--- src/verilog/edpc_pkg.sv ---
// Constants for the energy detect power control block
// Assumes a 40 MHz reference clock and a register port at word offset 0x1D
package edpc_pkg;
	// ----------------------------------------------------------------
	// Register map
	// ----------------------------------------------------------------
	localparam logic [4:0]  REG_ADDR        = 5'h1D;
	localparam int          BIT_ENABLE      = 15;
	localparam int          BIT_AUTO_UP     = 14;
	localparam int          BIT_AUTO_DOWN   = 13;
	localparam int          BIT_MANUAL      = 12;
	localparam int          BIT_BURST_DIS   = 11;
	localparam int          BIT_PWR_STATE   = 10;
	localparam int          BIT_ERR_MET     = 9;
	localparam int          BIT_DATA_MET    = 8;
	localparam int          ERR_THR_LSB     = 4;
	localparam int          DATA_THR_LSB    = 0;
	localparam logic [3:0]  THR_RESET       = 4'h1;
	localparam logic        ENABLE_RESET    = 1'h0;
	localparam logic        AUTO_RESET      = 1'h1;
	// ----------------------------------------------------------------
	// Pulse burst and idle timing
	// ----------------------------------------------------------------
	localparam logic [2:0]  BURST_LEN       = 3'h4;
	localparam logic [2:0]  SINGLE_LEN      = 3'h1;
	localparam int          CLOCK_HZ        = 40000000;
	localparam int          IDLE_TIME_S     = 2;
	localparam int          PRESCALE_CYCLES = 40000;
	localparam int          IDLE_TICKS      =
		(IDLE_TIME_S * CLOCK_HZ) / PRESCALE_CYCLES;
	localparam logic [15:0] PRESCALE_LAST   = 16'(PRESCALE_CYCLES - 1);
	localparam logic [15:0] IDLE_TICKS_LAST = 16'(IDLE_TICKS - 1);
endpackage

--- src/verilog/edpc_top.sv ---
// Energy detect power control with its control/status register
// Assumes line event inputs are asynchronous pins, register port is local
`timescale 1ns/1ps

//Contract
// Energy detect mode acts only while enable bit set; enable resets clear.
// Auto power-up starts when counted data events reach the data threshold.
// Auto power-down starts once no energy is detected on the line.
// Writing manual bit toggles power state regardless; bit self-clears. Here the toggle acts only while enable bit set.
// Transmit driver power-up sends four pulses, or one when burst disabled.
// Read-only power state bit is one while powered up.
// Error threshold only sets sticky informational flag; read clears it.
// Data threshold met sets sticky flag; read clears it.
// Four-bit error threshold field, writable, defaults to one.
// Four-bit data threshold field, writable, defaults to one.
// Event counters clear after about two seconds without data events.
// Software may set manual bit after clearing the interrupt.
// Idle timeout from prescaled counter, restarted on each data event.
module edpc_top (
	// Clock and reset
	input  wire logic        CLOCK_IN,
	input  wire logic        RST_IN,
	// Register port
	input  wire logic [4:0]  REG_ADDR_IN,
	input  wire logic        REG_WRITE_IN,
	input  wire logic        REG_READ_IN,
	input  wire logic [15:0] REG_WDATA_IN,
	output logic      [15:0] REG_RDATA_OUT,
	// Line side events
	input  wire logic        ENERGY_PRESENT_IN,
	input  wire logic        DATA_EVENT_IN,
	input  wire logic        ERROR_EVENT_IN,
	input  wire logic        TRANSMIT_DRIVER_UP_IN,
	// Power control
	output logic             POWER_UP_START_OUT,
	output logic             POWER_DOWN_START_OUT,
	output logic             POWER_STATE_OUT,
	output logic             PULSE_OUT
);
	// ----------------------------------------------------------------
	// Input synchronisers
	// ----------------------------------------------------------------
	logic [3:0] sync_a;
	logic [3:0] sync_b;
	logic       data_prev;
	logic       err_prev;
	logic       drv_prev;

	always_ff @(posedge CLOCK_IN) begin
		if (RST_IN) begin
			sync_a <= 4'h0;
			sync_b <= 4'h0;
		end else begin
			sync_a <= {TRANSMIT_DRIVER_UP_IN, ERROR_EVENT_IN,
				DATA_EVENT_IN, ENERGY_PRESENT_IN};
			sync_b <= sync_a;
		end
	end

	// Previous levels for edge detection, idle low like the pins
	always_ff @(posedge CLOCK_IN) begin
		if (RST_IN)
			data_prev <= 1'h0;
		else
			data_prev <= sync_b[1];
	end

	always_ff @(posedge CLOCK_IN) begin
		if (RST_IN)
			err_prev <= 1'h0;
		else
			err_prev <= sync_b[2];
	end

	always_ff @(posedge CLOCK_IN) begin
		if (RST_IN)
			drv_prev <= 1'h0;
		else
			drv_prev <= sync_b[3];
	end

	logic energy;
	logic data_ev;
	logic err_ev;
	logic drv_up;
	assign energy  = sync_b[0];
	assign data_ev = sync_b[1] & ~data_prev;
	assign err_ev  = sync_b[2] & ~err_prev;
	assign drv_up  = sync_b[3] & ~drv_prev;

	// ----------------------------------------------------------------
	// Control register
	// ----------------------------------------------------------------
	logic       ena;
	logic       auto_up;
	logic       auto_down;
	logic       manual;
	logic       burst_dis;
	logic [3:0] err_thr;
	logic [3:0] data_thr;
	logic       sel;
	logic       wr;
	logic       rd;
	assign sel = REG_ADDR_IN == edpc_pkg::REG_ADDR;
	assign wr  = sel & REG_WRITE_IN;
	assign rd  = sel & REG_READ_IN;

	// Mode bits
	always_ff @(posedge CLOCK_IN) begin
		if (RST_IN) begin
			ena       <= edpc_pkg::ENABLE_RESET;
			auto_up   <= edpc_pkg::AUTO_RESET;
			auto_down <= edpc_pkg::AUTO_RESET;
			burst_dis <= 1'h0;
		end else if (wr) begin
			ena       <= REG_WDATA_IN[edpc_pkg::BIT_ENABLE];
			auto_up   <= REG_WDATA_IN[edpc_pkg::BIT_AUTO_UP];
			auto_down <= REG_WDATA_IN[edpc_pkg::BIT_AUTO_DOWN];
			burst_dis <= REG_WDATA_IN[edpc_pkg::BIT_BURST_DIS];
		end
	end

	// Threshold fields
	always_ff @(posedge CLOCK_IN) begin
		if (RST_IN) begin
			err_thr  <= edpc_pkg::THR_RESET;
			data_thr <= edpc_pkg::THR_RESET;
		end else if (wr) begin
			err_thr  <= REG_WDATA_IN[edpc_pkg::ERR_THR_LSB +: 4];
			data_thr <= REG_WDATA_IN[edpc_pkg::DATA_THR_LSB +: 4];
		end
	end

	// Manual toggle request, held for one cycle then cleared whether or not acted on
	always_ff @(posedge CLOCK_IN) begin
		if (RST_IN)
			manual <= 1'h0;
		else if (wr && REG_WDATA_IN[edpc_pkg::BIT_MANUAL])
			manual <= 1'h1;
		else
			manual <= 1'h0;
	end

	// ----------------------------------------------------------------
	// Idle timer
	// ----------------------------------------------------------------
	logic [15:0] prescale;
	logic [15:0] ticks;
	logic        idle_expire;
	assign idle_expire = (ticks == edpc_pkg::IDLE_TICKS_LAST)
		&& (prescale == edpc_pkg::PRESCALE_LAST);

	always_ff @(posedge CLOCK_IN) begin
		if (RST_IN || data_ev || idle_expire) begin
			prescale <= 16'h0;
			ticks    <= 16'h0;
		end else if (prescale == edpc_pkg::PRESCALE_LAST) begin
			prescale <= 16'h0;
			ticks    <= ticks + 16'h1;
		end else begin
			prescale <= prescale + 16'h1;
		end
	end

	// ----------------------------------------------------------------
	// Event counters and sticky flags
	// ----------------------------------------------------------------
	logic [3:0] data_cnt;
	logic [3:0] err_cnt;
	logic [4:0] data_sum;
	logic [4:0] err_sum;
	logic       data_met;
	logic       err_met;
	logic       data_hit;
	logic       err_hit;
	// One bit wider so a saturated count still meets its threshold
	assign data_sum = {1'h0, data_cnt} + 5'h1;
	assign err_sum  = {1'h0, err_cnt} + 5'h1;
	assign data_hit = ena && data_ev
		&& (data_sum >= {1'h0, data_thr});
	assign err_hit  = ena && err_ev
		&& (err_sum >= {1'h0, err_thr});

	always_ff @(posedge CLOCK_IN) begin
		if (RST_IN || idle_expire || !ena)
			data_cnt <= 4'h0;
		else if (data_ev && data_cnt != 4'hF)
			data_cnt <= data_cnt + 4'h1;
	end

	always_ff @(posedge CLOCK_IN) begin
		if (RST_IN || idle_expire || !ena)
			err_cnt <= 4'h0;
		else if (err_ev && err_cnt != 4'hF)
			err_cnt <= err_cnt + 4'h1;
	end

	always_ff @(posedge CLOCK_IN) begin
		if (RST_IN)
			data_met <= 1'h0;
		else
			data_met <= data_hit | (data_met & ~rd);
	end

	always_ff @(posedge CLOCK_IN) begin
		if (RST_IN)
			err_met <= 1'h0;
		else
			err_met <= err_hit | (err_met & ~rd);
	end

	// ----------------------------------------------------------------
	// Power state
	// ----------------------------------------------------------------
	typedef enum logic {PWR_DOWN, PWR_UP} edpc_pwr_type;
	edpc_pwr_type pwr;
	logic         go_up;
	logic         go_down;

	always_comb begin
		go_up   = 1'h0;
		go_down = 1'h0;
		if (ena) begin
			unique case (pwr)
				PWR_DOWN: go_up = manual || (auto_up && data_hit);
				PWR_UP:   go_down = manual || (auto_down && !energy);
			endcase
		end
	end

	always_ff @(posedge CLOCK_IN) begin
		if (RST_IN)
			pwr <= PWR_DOWN;
		else if (go_up)
			pwr <= PWR_UP;
		else if (go_down)
			pwr <= PWR_DOWN;
	end

	always_ff @(posedge CLOCK_IN) begin
		if (RST_IN)
			POWER_UP_START_OUT <= 1'h0;
		else
			POWER_UP_START_OUT <= go_up;
	end

	always_ff @(posedge CLOCK_IN) begin
		if (RST_IN)
			POWER_DOWN_START_OUT <= 1'h0;
		else
			POWER_DOWN_START_OUT <= go_down;
	end
	assign POWER_STATE_OUT = pwr == PWR_UP;

	// ----------------------------------------------------------------
	// Pulse burst on transmit driver power-up
	// ----------------------------------------------------------------
	logic [2:0] pulses_left;
	logic       gap;

	always_ff @(posedge CLOCK_IN) begin
		if (RST_IN) begin
			pulses_left <= 3'h0;
			gap         <= 1'h0;
			PULSE_OUT   <= 1'h0;
		end else if (ena && drv_up) begin
			pulses_left <= burst_dis ? edpc_pkg::SINGLE_LEN
				: edpc_pkg::BURST_LEN;
			gap         <= 1'h0;
			PULSE_OUT   <= 1'h0;
		end else if (pulses_left != 3'h0 && !gap) begin
			pulses_left <= pulses_left - 3'h1;
			gap         <= 1'h1;
			PULSE_OUT   <= 1'h1;
		end else begin
			gap       <= 1'h0;
			PULSE_OUT <= 1'h0;
		end
	end

	// ----------------------------------------------------------------
	// Read data
	// ----------------------------------------------------------------
	logic [15:0] read_word;

	always_comb begin
		// Manual bit is not placed in the read word, so it reads zero
		read_word = 16'h0;
		read_word[edpc_pkg::BIT_ENABLE]    = ena;
		read_word[edpc_pkg::BIT_AUTO_UP]   = auto_up;
		read_word[edpc_pkg::BIT_AUTO_DOWN] = auto_down;
		read_word[edpc_pkg::BIT_BURST_DIS] = burst_dis;
		read_word[edpc_pkg::BIT_PWR_STATE] = POWER_STATE_OUT;
		read_word[edpc_pkg::BIT_ERR_MET]   = err_met;
		read_word[edpc_pkg::BIT_DATA_MET]  = data_met;
		read_word[edpc_pkg::ERR_THR_LSB +: 4]  = err_thr;
		read_word[edpc_pkg::DATA_THR_LSB +: 4] = data_thr;
	end

	always_ff @(posedge CLOCK_IN) begin
		if (RST_IN)
			REG_RDATA_OUT <= 16'h0;
		else if (rd)
			REG_RDATA_OUT <= read_word;
		else
			REG_RDATA_OUT <= 16'h0;
	end
endmodule

--- config.mk ---
export PLATFORM = sky130hd
export DESIGN_NAME = edpc_top
export DESIGN_NICKNAME = d
export VERILOG_FILES = /design/src/verilog/edpc_pkg.sv /design/src/verilog/edpc_top.sv
export SDC_FILE = /design/constraint.sdc
export NUM_CORES = 1
export LEC_CHECK = 0
export BUFFER_PORTS_ARGS = -buffer_cell sky130_fd_sc_hd__buf_2
export CORE_ASPECT_RATIO = 1.75
export CORE_MARGIN = 2
export CORE_UTILIZATION = 60
export CTS_CLUSTER_DIAMETER = 100
export DETAILED_ROUTE_END_ITERATION = 8
export PLACE_DENSITY = 0.81
export SYNTH_ARGS = -nofsm -noshare
export SYNTH_HDL_FRONTEND = slang
export SYNTH_SLANG_ARGS = --single-unit
--- constraint.sdc ---
create_clock -name CLOCK_IN -period 2.9 [get_ports CLOCK_IN]
set_input_delay 0.58 -clock CLOCK_IN [delete_from_list [all_inputs] [get_ports CLOCK_IN]]
set_output_delay 0.58 -clock CLOCK_IN [all_outputs]
set_load 0.01 [all_outputs]
==> metrics.txt, run 1 <==
clock root cell clkbuf_8; Synth async-reset ratio 0%; Seq/Total Area, Yosys 48.0%; Crit Path Class reg -> reg; hold wc startpoint ENERGY_PRESENT_IN; Worst setup SP type register; Die Area 6790 um^2; worst slew pin tran 0.540 ns; Primary FF master, synth dfxtp_1; CTS buffer count 9; clock insertion delay at the later pin of the skew report 0.36 ns; ranking of synthesized cells by area dfxtp_1 48%, ha_1 4.8%, nand3_1 4.1%; # resized after CTS 0; # hold bufs at CTS 0; Residual DRC 0; antenna violations before repair 0; worst vdd ir 0.410 mV; Mapped Area 3670 um^2; Clock transition at path regs 0.09 ns; Distinct cells, synth 43; pin count of the biggest net entering global routing 29; CTS Buffer Depth 2; H-tree levels 3; delay of the slowest critical-path stage 0.56 ns; RSZ-0062 raised after global routing false; site row count 37; CP Capture Type register; Hold Path Depth 2; Max Cap Violations 0; Die X-Extent 63.1 um; PwrDens 580 nW/um^2; RD Place Congestion 0.820; CTS Sinks 88; FF+latch count, synth 88; yosys synthesis warning count 0; EDFF count, synth 0; placed insts 515; Fmax 450 MHz; Hold Path Class in -> reg; Util after Layout 71.0%; FF-to-FF setup slack 0.68 ns; Post-Synthesis Cells 406; I/O Pins 49; DRT Wirelength 7.03 mm; antenna diode count 0; final setup fails 0; CP Cell Sequence or4b_4, nor3_4, nand3_2, or4_1, a21oi_1; total track usage 22.4%; setup tns final 0 ns; Syn Area/Cell 9.05 um^2; most frequent cells after synthesis 88 x dfxtp_1, 36 x nor2_1, 34 x nand2_1; wire per inst 13.2 um; area share of the largest cell type after synthesis 48.0%; vias in the first global route 2839; Slew HR 63.9%; synthesis-to-finish area growth 13.7%; Overflow after GRT 0; Port Buffers 44; CP arrival 2.51 ns; Final Max Slew Viols 0; first-pass GRT wire length 12.0 mm; share of cells above drive strength 1 15.9%; DP Wirelength 5.12 mm; R2R depth 5; CP Max Fanout 11; Synth Net Count 449; Initial Util 62.5%; period utilization 76.6%; Post-CTS Setup Bufs 0; Die Ht 107 um; Filler cells 511; worst r2r src prescale[7]; Core ar. 5880 um^2; worst hold path endpoint sync_a[0]; WP data required 3.19 ns; Fin Clk Skew 0.0101 ns; CTS tree built; status finished clean; Final Hold Vio Count 0; Initial DRC Count 134; First-pass DRT Iterations 4; Via density 5.50; final std cells w/o fill 531; # nets final 491; cell taking the most area after synthesis dfxtp_1; Worst R2R End ticks[11]; via count 2923; count leader, synth dfxtp_1; final antenna-violating net count 0; Slowest-stage cell, CP or4b_4; minimum clock period 2.22 ns; Leakage 1.58 nW
-- routing by layer --
metal | wire length, um | global-route usage (%) | up-vias | part of all wire, %
met5 | 0 | 0 | - | 0
met4 | 116 | 10.0 | 0 | 1.7
met1 | 2910 | 23.3 | 1369 | 41
li1 | - | - | 1488 | -
met3 | 250 | 5.44 | 10 | 3.6
met2 | 3750 | 41.9 | 56 | 53
-- placed cells by master, fill, tap and decap left out, types with 10 or more instances in the layout --
cell and n:
nor2_1 36, inv_1 16, ha_1 14, nor3_1 10, clkbuf_8 12, xor2_1 14
dfxtp_1 88, nand2_1 34, and2_1 10, nand3_1 30, xnor2_1 14, nor2b_1 14
buf_2 44, o21ai_0 13, a21oi_1 28
-- area by class of cell --
cell class / count / area [um^2] / area share [%]
clock buffer: 12 / 165 / 3.95
inverter: 16 / 60.1 / 1.44
multi-input combinational: 287 / 1780 / 42.7
clock inverter: 4 / 75.1 / 1.80
timing repair buffer: 46 / 235 / 5.63
tap: 78 / 97.6 / 2.34
sequential: 88 / 1760 / 42.2
-- cells by family after synthesis --
| family | Yosys count | synth area share, % |
|---|---|---|
| fa+ha+maj | 14 | 4.77 |
| other cells | 1 | 0.102 |
| xor+xnor | 28 | 6.68 |
| buf+inv | 31 | 3.51 |
| flops | 88 | 48.0 |
| compound gates | 55 | 8.45 |
| simple gates | 189 | 28.5 |
-- sequential cells by signal (all words and copies together) (netlist names), 3 cells and up --
signal / count
sync_a: 4
pulses_left: 3
data_thr: 4
err_cnt: 4
sync_b: 4
ticks: 16
REG_RDATA_OUT: 15
prescale: 16
err_thr: 4
data_cnt: 4
-- metrics by stage --
stage               total power [mW]  cell area, um^2  hold WS [ns]  setup slack [ns]
floorplan                       1.43             3670         0.414             0.976
global placement                1.47             3940         0.416             0.759
detailed placement              1.48             3940         0.427             0.710
CTS                             2.44             4180         0.408             0.688
global route                    2.51             4180         0.420             0.567
finish                          2.42             4180         0.423             0.678
-- how the worst max path moves through the flow --
stage	slack (ns)	start	endpoint
after floorplan	0.98	prescale[7]	ticks[10]
after detailed placement	0.71	prescale[7]	ticks[11]
final	0.68	prescale[7]	ticks[11]
after global routing	0.57	data_cnt[0]	POWER_UP_START_OUT
after global placement	0.76	prescale[7]	ticks[11]
after CTS	0.69	prescale[7]	ticks[11]
-- report_power, final --
part / internal [mW] / switching (mW) / total [mW]
logic: 0.0873 / 0.0969 / 0.184
registers: 1.25 / 0.0180 / 1.26
clock network: 0.555 / 0.419 / 0.974
total: 1.89 / 0.533 / 2.42
-- critical path: cells and delay by family (launching register included) --
family	cells	cell delay, ns
AO/OA/AOI/OAI	1	0.14
flip-flops	1	0.37
AND/OR/NAND/NOR	4	1.64
(Power assumes the default switching activity.)
==> run 2, diff against run 1 <==
--- a/config.mk
+++ b/config.mk
@@ -8,10 +8,10 @@
 export BUFFER_PORTS_ARGS = -buffer_cell sky130_fd_sc_hd__buf_2
 export CORE_ASPECT_RATIO = 1.75
 export CORE_MARGIN = 2
-export CORE_UTILIZATION = 60
+export CORE_UTILIZATION = 57
 export CTS_CLUSTER_DIAMETER = 100
 export DETAILED_ROUTE_END_ITERATION = 8
-export PLACE_DENSITY = 0.81
+export PLACE_DENSITY = 0.77
 export SYNTH_ARGS = -nofsm -noshare
 export SYNTH_HDL_FRONTEND = slang
 export SYNTH_SLANG_ARGS = --single-unit
==> constraint.sdc (replaced) <==
create_clock -name CLOCK_IN -period 2.08 [get_ports CLOCK_IN]
set_input_delay 0.416 -clock CLOCK_IN [delete_from_list [all_inputs] [get_ports CLOCK_IN]]
set_output_delay 0.416 -clock CLOCK_IN [all_outputs]
set_load 0.01 [all_outputs]
==> run 2 against run 1 <==
- clock-buffer cell count rose by 1
- first-iteration DRC count is 63% higher
- wire length up 8.1%
- setup slack got worse by 0.63 ns
- die area grew 5.0%
- total power increased by 33%
- critical endpoint is now ticks[10]
- highest routed layer unchanged
==> metrics.txt, run 2 (synthesis results as in run 1) <==
Die X-Extent 64.7 um; worst slew pin tran 0.549 ns; CP Max Fanout 5; Filler cells 533; Initial Util 59.0%; final hold slack 0.263 ns; Via density 5.52; share of cells above drive strength 1 19.7%; register area 1760 um^2; Final Hold Vio Count 0; # nets final 511; final std cells w/o fill 553; RD Place Congestion 0.835; CTS tree built; RSZ-0062 raised after global routing true; worst r2r src prescale[7]; period utilization 97.5%; CTS Buffer Depth 2; R2R depth 6; most frequent cells in the layout 87 x dfxtp_1, 44 x buf_2, 36 x nor2_1; H-tree levels 3; Max Cap Violations 0; minimum clock period 2.03 ns; launch point of the worst path prescale[7]; Initial DRC Count 218; Worst R2R End ticks[10]; wire per inst 13.7 um; Hold Path Class in -> reg; Die Area 7130 um^2; synthesis-to-finish area growth 18.2%; Slew HR 63.1%; Core ar. 6230 um^2; clock root cell clkbuf_8; WP data required 2.37 ns; Port Buffers 44; First-pass DRT Iterations 4; Overflow after GRT 0; placed insts 531; I/O Pins 49; dpl ws -0.0164 ns; final antenna-violating net count 0; CP Capture Type register; worst vdd ir 0.693 mV; worst setup path end ticks[10]; Final Max Slew Viols 0; PwrDens 745 nW/um^2; Fin Clk Skew 0.00933 ns; CTS buffer count 9; Leakage 1.68 nW; DRT Wirelength 7.59 mm; Worst setup SP type register; Fmax 493 MHz; CTS Sinks 88; total track usage 23.1%; most common cell after layout, fill and taps aside dfxtp_1; CP arrival 2.32 ns; first-pass GRT wire length 12.6 mm; Util after Layout 69.7%; Crit Path Class reg -> reg; Worst Setup Slack, final 0.0513 ns; pin count of the biggest net entering global routing 29; Clock transition at path regs 0.08 ns; final setup fails 0; # hold bufs at CTS 0; site row count 38; status finished clean; antenna violations before repair 0; via count 3052; DP Wirelength 5.45 mm; multi-input gate area in the final layout 1810 um^2; clock insertion delay at the later pin of the skew report 0.36 ns; FF-to-FF setup slack 0.05 ns; Regs by FF count prescale: 16 flops, ticks: 16 flops, REG_RDATA_OUT: 15 flops; Die Ht 110 um; antenna diode count 0; Residual DRC 0; vias in the first global route 2983
==> run 2: repair_timing <==
item,4_1_cts,5_1_grt
endpoints found under the setup margin,2,8
buffers inserted,0,5
gates resized for setup,2,5
gates cloned,0,1
pin swaps,0,5
==> run 2: stage by stage <==
stage / TNS [ns] / total power [mW] / cell area (um^2)
after detailed placement: -0.0164 / 2.08 / 4070
after global placement: 0 / 2.06 / 4070
after CTS: -0.00429 / 3.26 / 4270
after global routing: -0.0503 / 3.36 / 4340
final: 0 / 3.23 / 4340
after floorplan: 0 / 1.99 / 3670
==> run 2: critical path: stages, from the launching register on <==
cell	delay [ns]
dfxtp_2	0.35
or4b_4	0.55
nor3_4	0.17
buf_6	0.15
nand3_2	0.10
or4_1	0.49
a21oi_1	0.15
==> run 2: where the power goes <==
| part | internal, mW | switching (mW) | leakage, nW |
|---|---|---|---|
| Clock | 0.618 | 0.583 | 0.103 |
| Sequential | 1.74 | 0.0253 | 0.713 |
| Combinational | 0.131 | 0.138 | 0.860 |
==> run 2: routing by layer <==
layer	up-vias	GRT usage [%]	wire, um
met2	73	42.9	4140
met1	1432	23.5	2960
li1	1531	-	-
met3	16	5.99	323
met4	0	11.6	174
met5	-	0	0
==> run 2: area by class of cell <==
class / instances / share of cell area [%]
multi-input combinational: 288 / 41.7
sequential: 88 / 40.6
timing repair buffer: 65 / 9.37
clock buffer: 13 / 3.66
tap: 80 / 2.31
inverter: 16 / 1.38
clock inverter: 3 / 0.923
==> run 2: how the worst min path moves through the flow <==
stage	from	to	slack [ns]	depth (start not counted)
detailed placement	sync_a[0]	sync_b[0]	0.43	1
global placement	sync_a[2]	sync_b[2]	0.42	1
CTS	ERROR_EVENT_IN	sync_a[2]	0.25	2
finish	ERROR_EVENT_IN	sync_a[2]	0.26	2
global route	ERROR_EVENT_IN	sync_a[2]	0.27	2
floorplan	sync_a[0]	sync_b[0]	0.41	1
